$ cat config.mk
export PLATFORM = sky130hd
export DESIGN_NAME = epc_top
export DESIGN_NICKNAME = d
export VERILOG_FILES = /design/src/epc_pkg.sv /design/src/epc_arb.sv /design/src/epc_top.sv
export SDC_FILE = /design/constraint.sdc
export NUM_CORES = 2
export LEC_CHECK = 0
export ABC_AREA = 1
export BUFFER_PORTS_ARGS = -buffer_cell sky130_fd_sc_hd__buf_2
export CAP_MARGIN = 20
export CORE_MARGIN = 5
export CORE_UTILIZATION = 46
export CTS_CLUSTER_DIAMETER = 120
export CTS_CLUSTER_SIZE = 16
export DETAILED_ROUTE_END_ITERATION = 10
export PLACE_DENSITY = 0.66
export SLEW_MARGIN = 20
export SYNTH_ARGS = -nofsm -noshare
export SYNTH_HDL_FRONTEND = slang
export SYNTH_SLANG_ARGS = --single-unit
$ cat constraint.sdc
create_clock -name CLK -period 18.6 [get_ports CLK]
set_input_delay 2.79 -clock CLK [delete_from_list [all_inputs] [get_ports CLK]]
set_output_delay 2.79 -clock CLK [all_outputs]
set_load 0.005 [all_outputs]
$ cat src/epc_pkg.sv
// shared constants and types of the exception priority controller
package epc_pkg;

    // -------------------------------------------------------------
    // positions and ranks
    // -------------------------------------------------------------
    localparam int NPOS = 48;
    localparam int NIRQ = 32;
    // gpio a-c, uart_port_zero, sync_serial_port, watchdog, timer halves, comparators, sysctl, flash
    localparam logic [31:0] IRQ_IMPL = 32'h367C00A7;
    // system positions 2-6, 11, 12, 14, 15 plus the implemented peripheral lines
    localparam logic [47:0] POS_IMPL = {IRQ_IMPL, 16'hD87C};
    // positions of the seven settable system handlers, index 6 first
    localparam logic [6:0][5:0] SYS_POS = {6'h0F, 6'h0E, 6'h0C, 6'h0B, 6'h06, 6'h05, 6'h04};
    localparam logic [5:0] POS_NMI = 6'h02;
    localparam logic [5:0] POS_HARD = 6'h03;
    localparam logic [5:0] POS_MEM = 6'h04;
    localparam logic [5:0] POS_BUS = 6'h05;
    localparam logic [5:0] POS_USAGE = 6'h06;
    localparam logic [5:0] POS_SVC = 6'h0B;
    localparam logic [5:0] POS_DBG = 6'h0C;
    localparam logic [5:0] POS_PSV = 6'h0E;
    localparam logic [5:0] POS_TICK = 6'h0F;
    localparam logic [5:0] POS_IRQ0 = 6'h10;
    localparam logic [3:0] RANK_NMI = 4'h1;
    localparam logic [3:0] RANK_HARD = 4'h2;
    localparam logic [3:0] RANK_OFS = 4'h3;
    localparam logic [3:0] RANK_BASE = 4'hF;

    // -------------------------------------------------------------
    // register map and fields
    // -------------------------------------------------------------
    localparam logic [7:0] REG_CTRL = 8'h00;
    localparam logic [7:0] REG_IRQ_EN = 8'h04;
    localparam logic [7:0] REG_IRQ_PEND = 8'h08;
    localparam logic [7:0] REG_STATUS = 8'h0C;
    localparam logic [7:0] REG_SYS_PRI = 8'h10;
    localparam logic [7:0] REG_IRQ_PRI0 = 8'h14;
    localparam logic [7:0] REG_IRQ_PRI3 = 8'h20;
    localparam int CTRL_BUS_EN = 3;
    localparam int CTRL_DBG_EN = 4;
    localparam int CTRL_NMI_SET = 8;
    localparam int CTRL_PSV_SET = 9;
    localparam int CTRL_PSV_CLR = 10;

    // -------------------------------------------------------------
    // sequencing counts and vector entries
    // -------------------------------------------------------------
    localparam logic [3:0] STACK_CYC = 4'h8;
    localparam logic [3:0] CHAIN_CYC = 4'h2;
    localparam logic [7:0] VEC_SP = 8'h00;
    localparam logic [7:0] VEC_RST = 8'h04;

    typedef enum logic [6:0] {
        ST_LOAD_SP = 7'h01,
        ST_FETCH_RST = 7'h02,
        ST_THREAD = 7'h04,
        ST_STACK = 7'h08,
        ST_HANDLER = 7'h10,
        ST_UNSTACK = 7'h20,
        ST_CHAIN = 7'h40
    } epc_st_type;

    typedef struct packed {
        logic [5:0] pos;
        logic [3:0] rank;
    } epc_stk_type;

    typedef struct packed {
        epc_st_type st;
        logic [3:0] cnt;
        logic [3:0] dep;
        epc_stk_type [15:0] stk;
        logic [5:0] act_pos;
        logic [3:0] act_rank;
        logic [47:0] pend;
        logic [31:0] en;
        logic [1:0] grp;
        logic bus_en;
        logic dbg_en;
        logic [6:0][2:0] sys_pri;
        logic [31:0][2:0] irq_pri;
        logic [31:0] irq_s1;
        logic [31:0] irq_s2;
        logic imp_s1;
        logic imp_s2;
        logic imp_s3;
        logic wr_pend;
        logic [7:0] wr_addr;
        logic [31:0] hrdata;
        logic hreadyout;
        logic hresp;
        logic [7:0] vec_addr;
        logic vec_fetch;
        logic push;
        logic pop;
        logic load_sp;
        logic chain;
        logic hmode;
    } epc_state_type;

    localparam epc_state_type STATE_RST = '{st: ST_LOAD_SP, act_rank: RANK_BASE, hreadyout: 1'b1,
                                            load_sp: 1'b1, default: '0};

endpackage

$ cat src/epc_arb.sv
// lowest-key picker over all exception positions
`timescale 1ns/1ns
module epc_arb #(
    parameter int N = 48,
    parameter int W = 4,
    parameter int IW = 6
) (
    input wire logic [N-1:0] vld,
    input wire logic [N*W-1:0] key,
    output logic any,
    output logic [IW-1:0] idx
);

    logic [W-1:0] best;

    // strict compare keeps the lower position on equal keys
    always_comb
    begin
        any = 1'b0;
        idx = '0;
        best = '1;
        for (int i = 0; i < N; i++)
        begin
            if (vld[i] && (!any || key[i*W +: W] < best))
            begin
                any = 1'b1;
                idx = IW'(i);
                best = key[i*W +: W];
            end
        end
    end

endmodule

$ cat src/epc_top.sv
// exception priority controller: ranking, pending state, entry, return and tail-chaining
`timescale 1ns/1ns
module epc_top (
    input wire logic CLK,
    input wire logic RST_B,
    input wire logic HSEL,
    input wire logic [31:0] HADDR,
    input wire logic [1:0] HTRANS,
    input wire logic HWRITE,
    input wire logic [2:0] HSIZE,
    input wire logic [31:0] HWDATA,
    input wire logic HREADY,
    output logic [31:0] HRDATA,
    output logic HREADYOUT,
    output logic HRESP,
    input wire logic [31:0] IRQ_IN,
    input wire logic MEM_FAULT,
    input wire logic BUS_FAULT_PRECISE,
    input wire logic BUS_FAULT_IMPRECISE,
    input wire logic USAGE_FAULT,
    input wire logic SVC_CALL,
    input wire logic DEBUG_MON_REQ,
    input wire logic TICK_EXPIRE,
    input wire logic EXC_RETURN,
    output logic LOAD_SP,
    output logic VEC_FETCH,
    output logic [7:0] VEC_ADDR,
    output logic STACK_PUSH,
    output logic STACK_POP,
    output logic TAIL_CHAIN,
    output logic HANDLER_MODE,
    output logic [5:0] ACTIVE_NUM
);

    epc_pkg::epc_state_type s_q;
    epc_pkg::epc_state_type s_d;
    logic [47:0][3:0] full;
    logic [47:0][3:0] pre;
    logic [47:0] vld;
    logic [47:0] set;
    logic [47:0] clr;
    logic any;
    logic [5:0] w_idx;
    logic [3:0] w_pre;
    logic take;
    logic acc;
    logic nmi_wr;
    logic [31:0] rd;
    logic [7:0] off;
    logic [1:0] m;
    epc_pkg::epc_stk_type top;

    // -------------------------------------------------------------
    // ranking
    // -------------------------------------------------------------

    // full rank picks the winner, pre-emption rank decides preemption
    always_comb
    begin
        full = '0;
        pre = '0;
        full[epc_pkg::POS_NMI] = epc_pkg::RANK_NMI;
        pre[epc_pkg::POS_NMI] = epc_pkg::RANK_NMI;
        full[epc_pkg::POS_HARD] = epc_pkg::RANK_HARD;
        pre[epc_pkg::POS_HARD] = epc_pkg::RANK_HARD;
        for (int k = 0; k < 7; k++)
        begin
            full[epc_pkg::SYS_POS[k]] = epc_pkg::RANK_OFS + {1'b0, s_q.sys_pri[k]};
            pre[epc_pkg::SYS_POS[k]] = epc_pkg::RANK_OFS + {1'b0, s_q.sys_pri[k] >> s_q.grp};
        end
        for (int i = 0; i < epc_pkg::NIRQ; i++)
        begin
            full[16 + i] = epc_pkg::RANK_OFS + {1'b0, s_q.irq_pri[i]};
            pre[16 + i] = epc_pkg::RANK_OFS + {1'b0, s_q.irq_pri[i] >> s_q.grp};
        end
        // reserved positions never compete; peripheral lines need their enable
        vld = s_q.pend & epc_pkg::POS_IMPL & {s_q.en, 16'hFFFF};
    end

    epc_arb #(
        .N(epc_pkg::NPOS),
        .W(4),
        .IW(6)
    ) u_arb (
        .vld(vld),
        .key(full),
        .any(any),
        .idx(w_idx)
    );

    assign w_pre = pre[w_idx];
    assign top = s_q.stk[s_q.dep - 4'h1];
    // preempt only when strictly more urgent than the running level
    assign take = any && (w_pre < s_q.act_rank) && (s_q.st == epc_pkg::ST_THREAD ||
                  (s_q.st == epc_pkg::ST_HANDLER && !EXC_RETURN));
    assign acc = HSEL && HREADY && HTRANS[1];
    assign nmi_wr = s_q.wr_pend && s_q.wr_addr == epc_pkg::REG_CTRL && HWDATA[epc_pkg::CTRL_NMI_SET];
    assign off = s_q.wr_addr - epc_pkg::REG_IRQ_PRI0;
    assign m = off[3:2];

    // -------------------------------------------------------------
    // register read mux
    // -------------------------------------------------------------

    // read data is selected in the address phase and registered
    always_comb
    begin
        rd = '0;
        case ({HADDR[7:2], 2'b00})
            epc_pkg::REG_CTRL:
            begin
                rd[1:0] = s_q.grp;
                rd[epc_pkg::CTRL_BUS_EN] = s_q.bus_en;
                rd[epc_pkg::CTRL_DBG_EN] = s_q.dbg_en;
                rd[epc_pkg::CTRL_NMI_SET] = s_q.pend[epc_pkg::POS_NMI];
                rd[epc_pkg::CTRL_PSV_SET] = s_q.pend[epc_pkg::POS_PSV];
            end
            epc_pkg::REG_IRQ_EN: rd = s_q.en;
            epc_pkg::REG_IRQ_PEND: rd = s_q.pend[47:16];
            epc_pkg::REG_STATUS: rd[14:0] = {s_q.dep, s_q.hmode, s_q.act_rank, s_q.act_pos};
            epc_pkg::REG_SYS_PRI:
            begin
                for (int k = 0; k < 7; k++)
                    rd[3*k +: 3] = s_q.sys_pri[k];
            end
            8'h14, 8'h18, 8'h1C, epc_pkg::REG_IRQ_PRI3:
            begin
                for (int j = 0; j < 8; j++)
                    rd[4*j +: 3] = s_q.irq_pri[8*(HADDR[5:2] - 4'h5) + j];
            end
            default: rd = '0;
        endcase
    end

    // -------------------------------------------------------------
    // next state
    // -------------------------------------------------------------

    always_comb
    begin
        s_d = s_q;
        set = '0;
        clr = '0;
        s_d.chain = 1'b0;
        s_d.hreadyout = 1'b1;
        s_d.hresp = 1'b0;
        // two-flop synchronisers for lines from outside the core
        s_d.irq_s1 = IRQ_IN;
        s_d.irq_s2 = s_q.irq_s1;
        s_d.imp_s1 = BUS_FAULT_IMPRECISE;
        s_d.imp_s2 = s_q.imp_s1;
        s_d.imp_s3 = s_q.imp_s2;

        // bus address phase, zero wait states
        s_d.wr_pend = acc && HWRITE;
        s_d.wr_addr = {HADDR[7:2], 2'b00};
        s_d.hrdata = (acc && !HWRITE) ? rd : '0;

        // bus write data phase
        if (s_q.wr_pend)
        begin
            case (s_q.wr_addr)
                epc_pkg::REG_CTRL:
                begin
                    s_d.grp = HWDATA[1:0];
                    s_d.bus_en = HWDATA[epc_pkg::CTRL_BUS_EN];
                    s_d.dbg_en = HWDATA[epc_pkg::CTRL_DBG_EN];
                    set[epc_pkg::POS_NMI] = HWDATA[epc_pkg::CTRL_NMI_SET];
                    set[epc_pkg::POS_PSV] = HWDATA[epc_pkg::CTRL_PSV_SET];
                    clr[epc_pkg::POS_PSV] = HWDATA[epc_pkg::CTRL_PSV_CLR];
                end
                epc_pkg::REG_IRQ_EN: s_d.en = HWDATA & epc_pkg::IRQ_IMPL;
                epc_pkg::REG_IRQ_PEND: clr[47:16] = HWDATA;
                epc_pkg::REG_SYS_PRI:
                begin
                    for (int k = 0; k < 7; k++)
                        s_d.sys_pri[k] = HWDATA[3*k +: 3];
                end
                8'h14, 8'h18, 8'h1C, epc_pkg::REG_IRQ_PRI3:
                begin
                    for (int j = 0; j < 8; j++)
                    begin
                        if (epc_pkg::IRQ_IMPL[8*m + j])
                            s_d.irq_pri[8*m + j] = HWDATA[4*j +: 3];
                    end
                end
                default: ;
            endcase
        end

        // synchronous faults escalate when they cannot preempt
        if (MEM_FAULT)
            set[(pre[epc_pkg::POS_MEM] < s_q.act_rank) ? epc_pkg::POS_MEM : epc_pkg::POS_HARD] = 1'b1;
        if (BUS_FAULT_PRECISE)
            set[(s_q.bus_en && pre[epc_pkg::POS_BUS] < s_q.act_rank) ?
                epc_pkg::POS_BUS : epc_pkg::POS_HARD] = 1'b1;
        if (s_q.imp_s2 && !s_q.imp_s3)
            set[s_q.bus_en ? epc_pkg::POS_BUS : epc_pkg::POS_HARD] = 1'b1;
        if (USAGE_FAULT)
            set[(pre[epc_pkg::POS_USAGE] < s_q.act_rank) ? epc_pkg::POS_USAGE : epc_pkg::POS_HARD] = 1'b1;
        if (SVC_CALL)
            set[(pre[epc_pkg::POS_SVC] < s_q.act_rank) ? epc_pkg::POS_SVC : epc_pkg::POS_HARD] = 1'b1;
        if (DEBUG_MON_REQ && s_q.dbg_en && pre[epc_pkg::POS_DBG] < s_q.act_rank)
            set[epc_pkg::POS_DBG] = 1'b1;
        if (TICK_EXPIRE)
            set[epc_pkg::POS_TICK] = 1'b1;
        set[47:16] = set[47:16] | (s_q.irq_s2 & epc_pkg::IRQ_IMPL);

        // entry, return and chaining sequencer
        case (s_q.st)
            epc_pkg::ST_LOAD_SP:
            begin
                s_d.st = epc_pkg::ST_FETCH_RST;
                s_d.vec_addr = epc_pkg::VEC_RST;
            end
            epc_pkg::ST_FETCH_RST:
            begin
                s_d.st = epc_pkg::ST_THREAD;
                s_d.act_rank = epc_pkg::RANK_BASE;
            end
            epc_pkg::ST_THREAD, epc_pkg::ST_HANDLER:
            begin
                if (s_q.st == epc_pkg::ST_HANDLER && EXC_RETURN)
                begin
                    if (any && w_pre < top.rank)
                    begin
                        // chain straight into the next handler
                        s_d.act_pos = w_idx;
                        s_d.act_rank = w_pre;
                        clr[w_idx] = 1'b1;
                        s_d.vec_addr = {w_idx, 2'b00};
                        s_d.st = epc_pkg::ST_CHAIN;
                        s_d.cnt = epc_pkg::CHAIN_CYC - 4'h1;
                        s_d.chain = 1'b1;
                    end
                    else
                    begin
                        s_d.dep = s_q.dep - 4'h1;
                        s_d.act_pos = top.pos;
                        s_d.act_rank = top.rank;
                        s_d.st = epc_pkg::ST_UNSTACK;
                        s_d.cnt = epc_pkg::STACK_CYC - 4'h1;
                    end
                end
                else if (take)
                begin
                    s_d.stk[s_q.dep] = '{pos: s_q.act_pos, rank: s_q.act_rank};
                    s_d.dep = s_q.dep + 4'h1;
                    s_d.act_pos = w_idx;
                    s_d.act_rank = w_pre;
                    clr[w_idx] = 1'b1;
                    s_d.vec_addr = {w_idx, 2'b00};
                    s_d.st = epc_pkg::ST_STACK;
                    s_d.cnt = epc_pkg::STACK_CYC - 4'h1;
                end
            end
            epc_pkg::ST_STACK, epc_pkg::ST_CHAIN:
            begin
                if (s_q.cnt == 4'h0)
                    s_d.st = epc_pkg::ST_HANDLER;
                else
                    s_d.cnt = s_q.cnt - 4'h1;
            end
            epc_pkg::ST_UNSTACK:
            begin
                if (s_q.cnt == 4'h0)
                    s_d.st = (s_q.dep == 4'h0) ? epc_pkg::ST_THREAD : epc_pkg::ST_HANDLER;
                else
                    s_d.cnt = s_q.cnt - 4'h1;
            end
            default: s_d.st = epc_pkg::ST_THREAD;
        endcase

        // a set in the same cycle as a clear wins
        s_d.pend = (s_q.pend & ~clr) | set;

        // registered outputs follow the next state
        s_d.load_sp = s_d.st == epc_pkg::ST_LOAD_SP;
        s_d.push = s_d.st == epc_pkg::ST_STACK;
        s_d.pop = s_d.st == epc_pkg::ST_UNSTACK;
        s_d.vec_fetch = s_d.st == epc_pkg::ST_STACK || s_d.st == epc_pkg::ST_CHAIN ||
                        s_d.st == epc_pkg::ST_FETCH_RST;
        s_d.hmode = s_d.st == epc_pkg::ST_HANDLER || s_d.st == epc_pkg::ST_CHAIN ||
                    s_d.st == epc_pkg::ST_UNSTACK;
    end

    // -------------------------------------------------------------
    // state register
    // -------------------------------------------------------------

    // synchronous reset; all priority fields come up zero
    always_ff @(posedge CLK)
    begin
        if (!RST_B)
            s_q <= epc_pkg::STATE_RST;
        else
            s_q <= s_d;
    end

    assign HRDATA = s_q.hrdata;
    assign HREADYOUT = s_q.hreadyout;
    assign HRESP = s_q.hresp;
    assign LOAD_SP = s_q.load_sp;
    assign VEC_FETCH = s_q.vec_fetch;
    assign VEC_ADDR = s_q.vec_addr;
    assign STACK_PUSH = s_q.push;
    assign STACK_POP = s_q.pop;
    assign TAIL_CHAIN = s_q.chain;
    assign HANDLER_MODE = s_q.hmode;
    assign ACTIVE_NUM = s_q.act_pos;
endmodule

==> qor.txt <==
Die Wd: 253.1 microns
FF-to-FF Start: s_q[221]
Die H: 253.1 microns
Xor/xnor share of the synthesized area: 0.01804
Vias/cell: 5.661
Die area: 64,080 sq um
Antenna violations before repair: 4
Hold buffer count at CTS: 0
Crit path DAT: 21,380 ps
Max VDD drop: 0.07361 mV
FF-to-FF setup slack: -2340 ps
Clock transition at path regs: 70 ps
Critical path required time: 19,040 ps
Synth area leaders: dfxtp_1 33%, a21oi_1 11%, o21ai_0 8.8%, nand2_1 8.8%, inv_1 8.2%
I/O pins: 168
Compound-Gate Fraction of Synth Area: 0.2696
Filler cell count in the final layout: 5,497
Crit-path max FO: 8
Vias in the first global route: 25,605
Initial DRC Count: 3,267
Max transition margin: 0.07368
Cell Rows: 89
Placed cell count: 4,928
Residual DRC count: 0
CTS tree: built
Fin crit period: 20,940 ps
Routed Antenna Nets: 0
Core Box Area: 58,800 sq um
Syn Area/Cell: 6.773 sq um
HP Start: s_d[82]
Final Util: 0.5879
Top cells by instance count after synthesis: 635 x nand2_1, 593 x inv_1, 576 x a21oi_1, 477 x o21ai_0, 443 x dfxtp_1
Failing checks: negative setup slack
Crit start category: flip-flop
Total GRT Usage: 0.3016
Total congestion overflow: 0
Hold Path Sink: s_q[82]
IO Port Bufs: 115
RSZ-0062 raised after global routing: yes
Largest net degree at the start of global routing: 131
Fin crit share: 1.126
Critical path class: reg2reg
Simple-Gate Fraction of Synth Area: 0.1786
Library cells used by synthesis: 61
Total CTS buffers: 31
Hold Violations, Final: 0
GPL Wtd Cong: 1.062
Routed length per instance: 20.67 microns
Slew Viols, Final: 0
Slowest stage cell, crit path: dfxtp_2
Final #Nets: 4,592
H-tree depth: 1
Largest family of logic cells by synthesized area: compound AO/OA/AOI/OAI gates
Flops & latches, synth: 443
Root Driver: clkbuf_16
Cell Area, Synth: 27,190 sq um
Router iterations before antenna repair: 8
YS warnings: 0
Initial Utilization: 0.4625
Skew final: 56.91 ps
Setup ws final: -2340 ps
Async set or reset register ratio after synthesis: 0
Post-route setup TNS: -484,810 ps
Status: complete, but fails checks
Proportion of synthesized area in mux cells: 0
First-pass GRT wire length: 152,000 microns
EDFF count, synth: 0
Area after detailed placement: 29,650 sq um
Register area share after synthesis: 0.3261
Worst-margin pin slew: 1388 ps
Worst-case clock buffer depth: 3
Clock latency on the worst-skew pair: 640 ps
Synth Flop Type: dfxtp_1
Cell taking the most area after synthesis: dfxtp_1
R2r endpoint: s_q[288]
Cell with the most instances on the worst path: nand2_1
Mapped Cells: 4,015
Area Overhead vs Synth: 27.12%
Layout cells sized above 1: 0.2510
Post-route cell area: 34,570 sq um
Final wirelength: 105,500 microns
FF/Latch Area: 8881 sq um
Top cell type's share of synthesized area: 0.3261
Highest Clock Rate: 47.76 MHz
Final setup fails: 217
Cell with the most instances after synthesis: nand2_1
P per Cell Area: 67.93 nW/um^2
Non-Filler Instances: 5,104
Cell count of the worst hold path: 2
Max_cap viols: 0
HPWL Detailed: 73,230 microns
Worst min-delay path class: reg2reg
Worst r2r path cells: 192
CTS sink cnt: 443
Worst setup EP type: flip-flop
Synth Area in Adders: 0.06856
Multi-input gate area: 17,030 sq um
Number of inserted diodes: 0
Worst path max stage delay: 360 ps
LEAKAGE: 14.32 nW
Vias: 28,896
-- layout make-up --
cell class / count / area share
Inverter: 606 / 0.06642
Timing Repair Buffer: 548 / 0.1330
Tap cell: 773 / 0.02798
Clock buffer: 33 / 0.02266
Sequential cell: 443 / 0.2569
Clock inverter: 2 / 0.0004706
Multi-Input combinational cell: 2699 / 0.4925
-- cells by family after synthesis --
logic type | Yosys count
adder cells (fa/ha/maj) | 149
buffers and inverters | 876
flip-flops | 443
XOR/XNOR | 56
AND/OR/NAND/NOR | 1118
other | 2
AO/OA/AOI/OAI | 1371
-- power breakdown --
group | switching [mW] | internal (mW)
Combinational | 0.416 | 0.310
Clock | 0.345 | 0.296
Sequential | 0.0201 | 0.961
-- stage by stage --
step	hold WS, ps	setup slack, ps	power, mW
2_1_floorplan	390.5	3.311	1.310
3_3_place_gp	394.0	-2521	1.521
3_5_place_dp	397.4	-2789	1.526
4_1_cts	415.8	-1688	2.257
5_1_grt	427.5	-3781	2.436
6_report	413.2	-2340	2.348
-- state kept, by name, indices dropped and copies added (netlist names) --
register      flops
HANDLER_MODE      1
s_q             377
TAIL_CHAIN        1
LOAD_SP           1
VEC_FETCH         1
STACK_POP         1
VEC_ADDR          6
HRDATA           32
s_d              16
ACTIVE_NUM        6
STACK_PUSH        1
-- worst max-delay path, delay by kind of cell (launching register included) --
family	cells	cell delay, ps
AND/OR/NAND/NOR	117	9220
adder cells (fa/ha/maj)	22	5910
AO/OA/AOI/OAI	29	3480
buffers and inverters	23	1550
flip-flops	1	360
XOR/XNOR	1	120
-- worst max path at each step --
stage	startpoint	end	slack [ps]	cells after the start
5_1_grt	s_q[221]	s_q[492]	-3780	200
3_5_place_dp	s_q[223]	ACTIVE_NUM[1]	-2790	156
3_3_place_gp	s_q[223]	ACTIVE_NUM[1]	-2520	166
2_1_floorplan	s_q[220]	s_q[491]	3	169
6_report	s_q[221]	s_q[288]	-2340	192
4_1_cts	s_q[221]	VEC_ADDR[2]	-1690	173
-- routing by layer --
layer,vias up,part of all wire,global-route usage,wire [microns]
met5,-,0.00036,0,38
met4,6,0.072,0.1672,7616
met3,331,0.089,0.04776,9361
met2,1341,0.44,0.4711,46890
met1,13324,0.39,0.3992,41570
li1,13894,-,-,-
-- layout by cell type, fill, tap and decap left out, types with 18 or more instances in the layout --
master / count
o22ai_1: 18
inv_1: 584
buf_6: 39
o211ai_1: 23
nand2_4: 49
o21ai_4: 26
a31oi_1: 18
o21ai_2: 139
o21ai_1: 68
dfxtp_1: 437
nand2_8: 25
a21oi_1: 513
nand2_1: 525
ha_4: 23
ha_1: 125
clkbuf_16: 41
o21ai_0: 383
nand2_2: 101
buf_12: 21
a21oi_2: 60
xnor2_1: 35
buf_4: 343
a211oi_1: 21
buf_2: 116
nand3_1: 172
nor2_1: 173
xor2_1: 18
-- repair_timing --
item / in CTS / in global routing
setup endpoints to repair: 217 / 217
cloned: 12 / 12
resized for setup: 339 / 298
setup buffers: 89 / 33
pin swaps: 44 / 57
(Power assumes the default switching activity.)
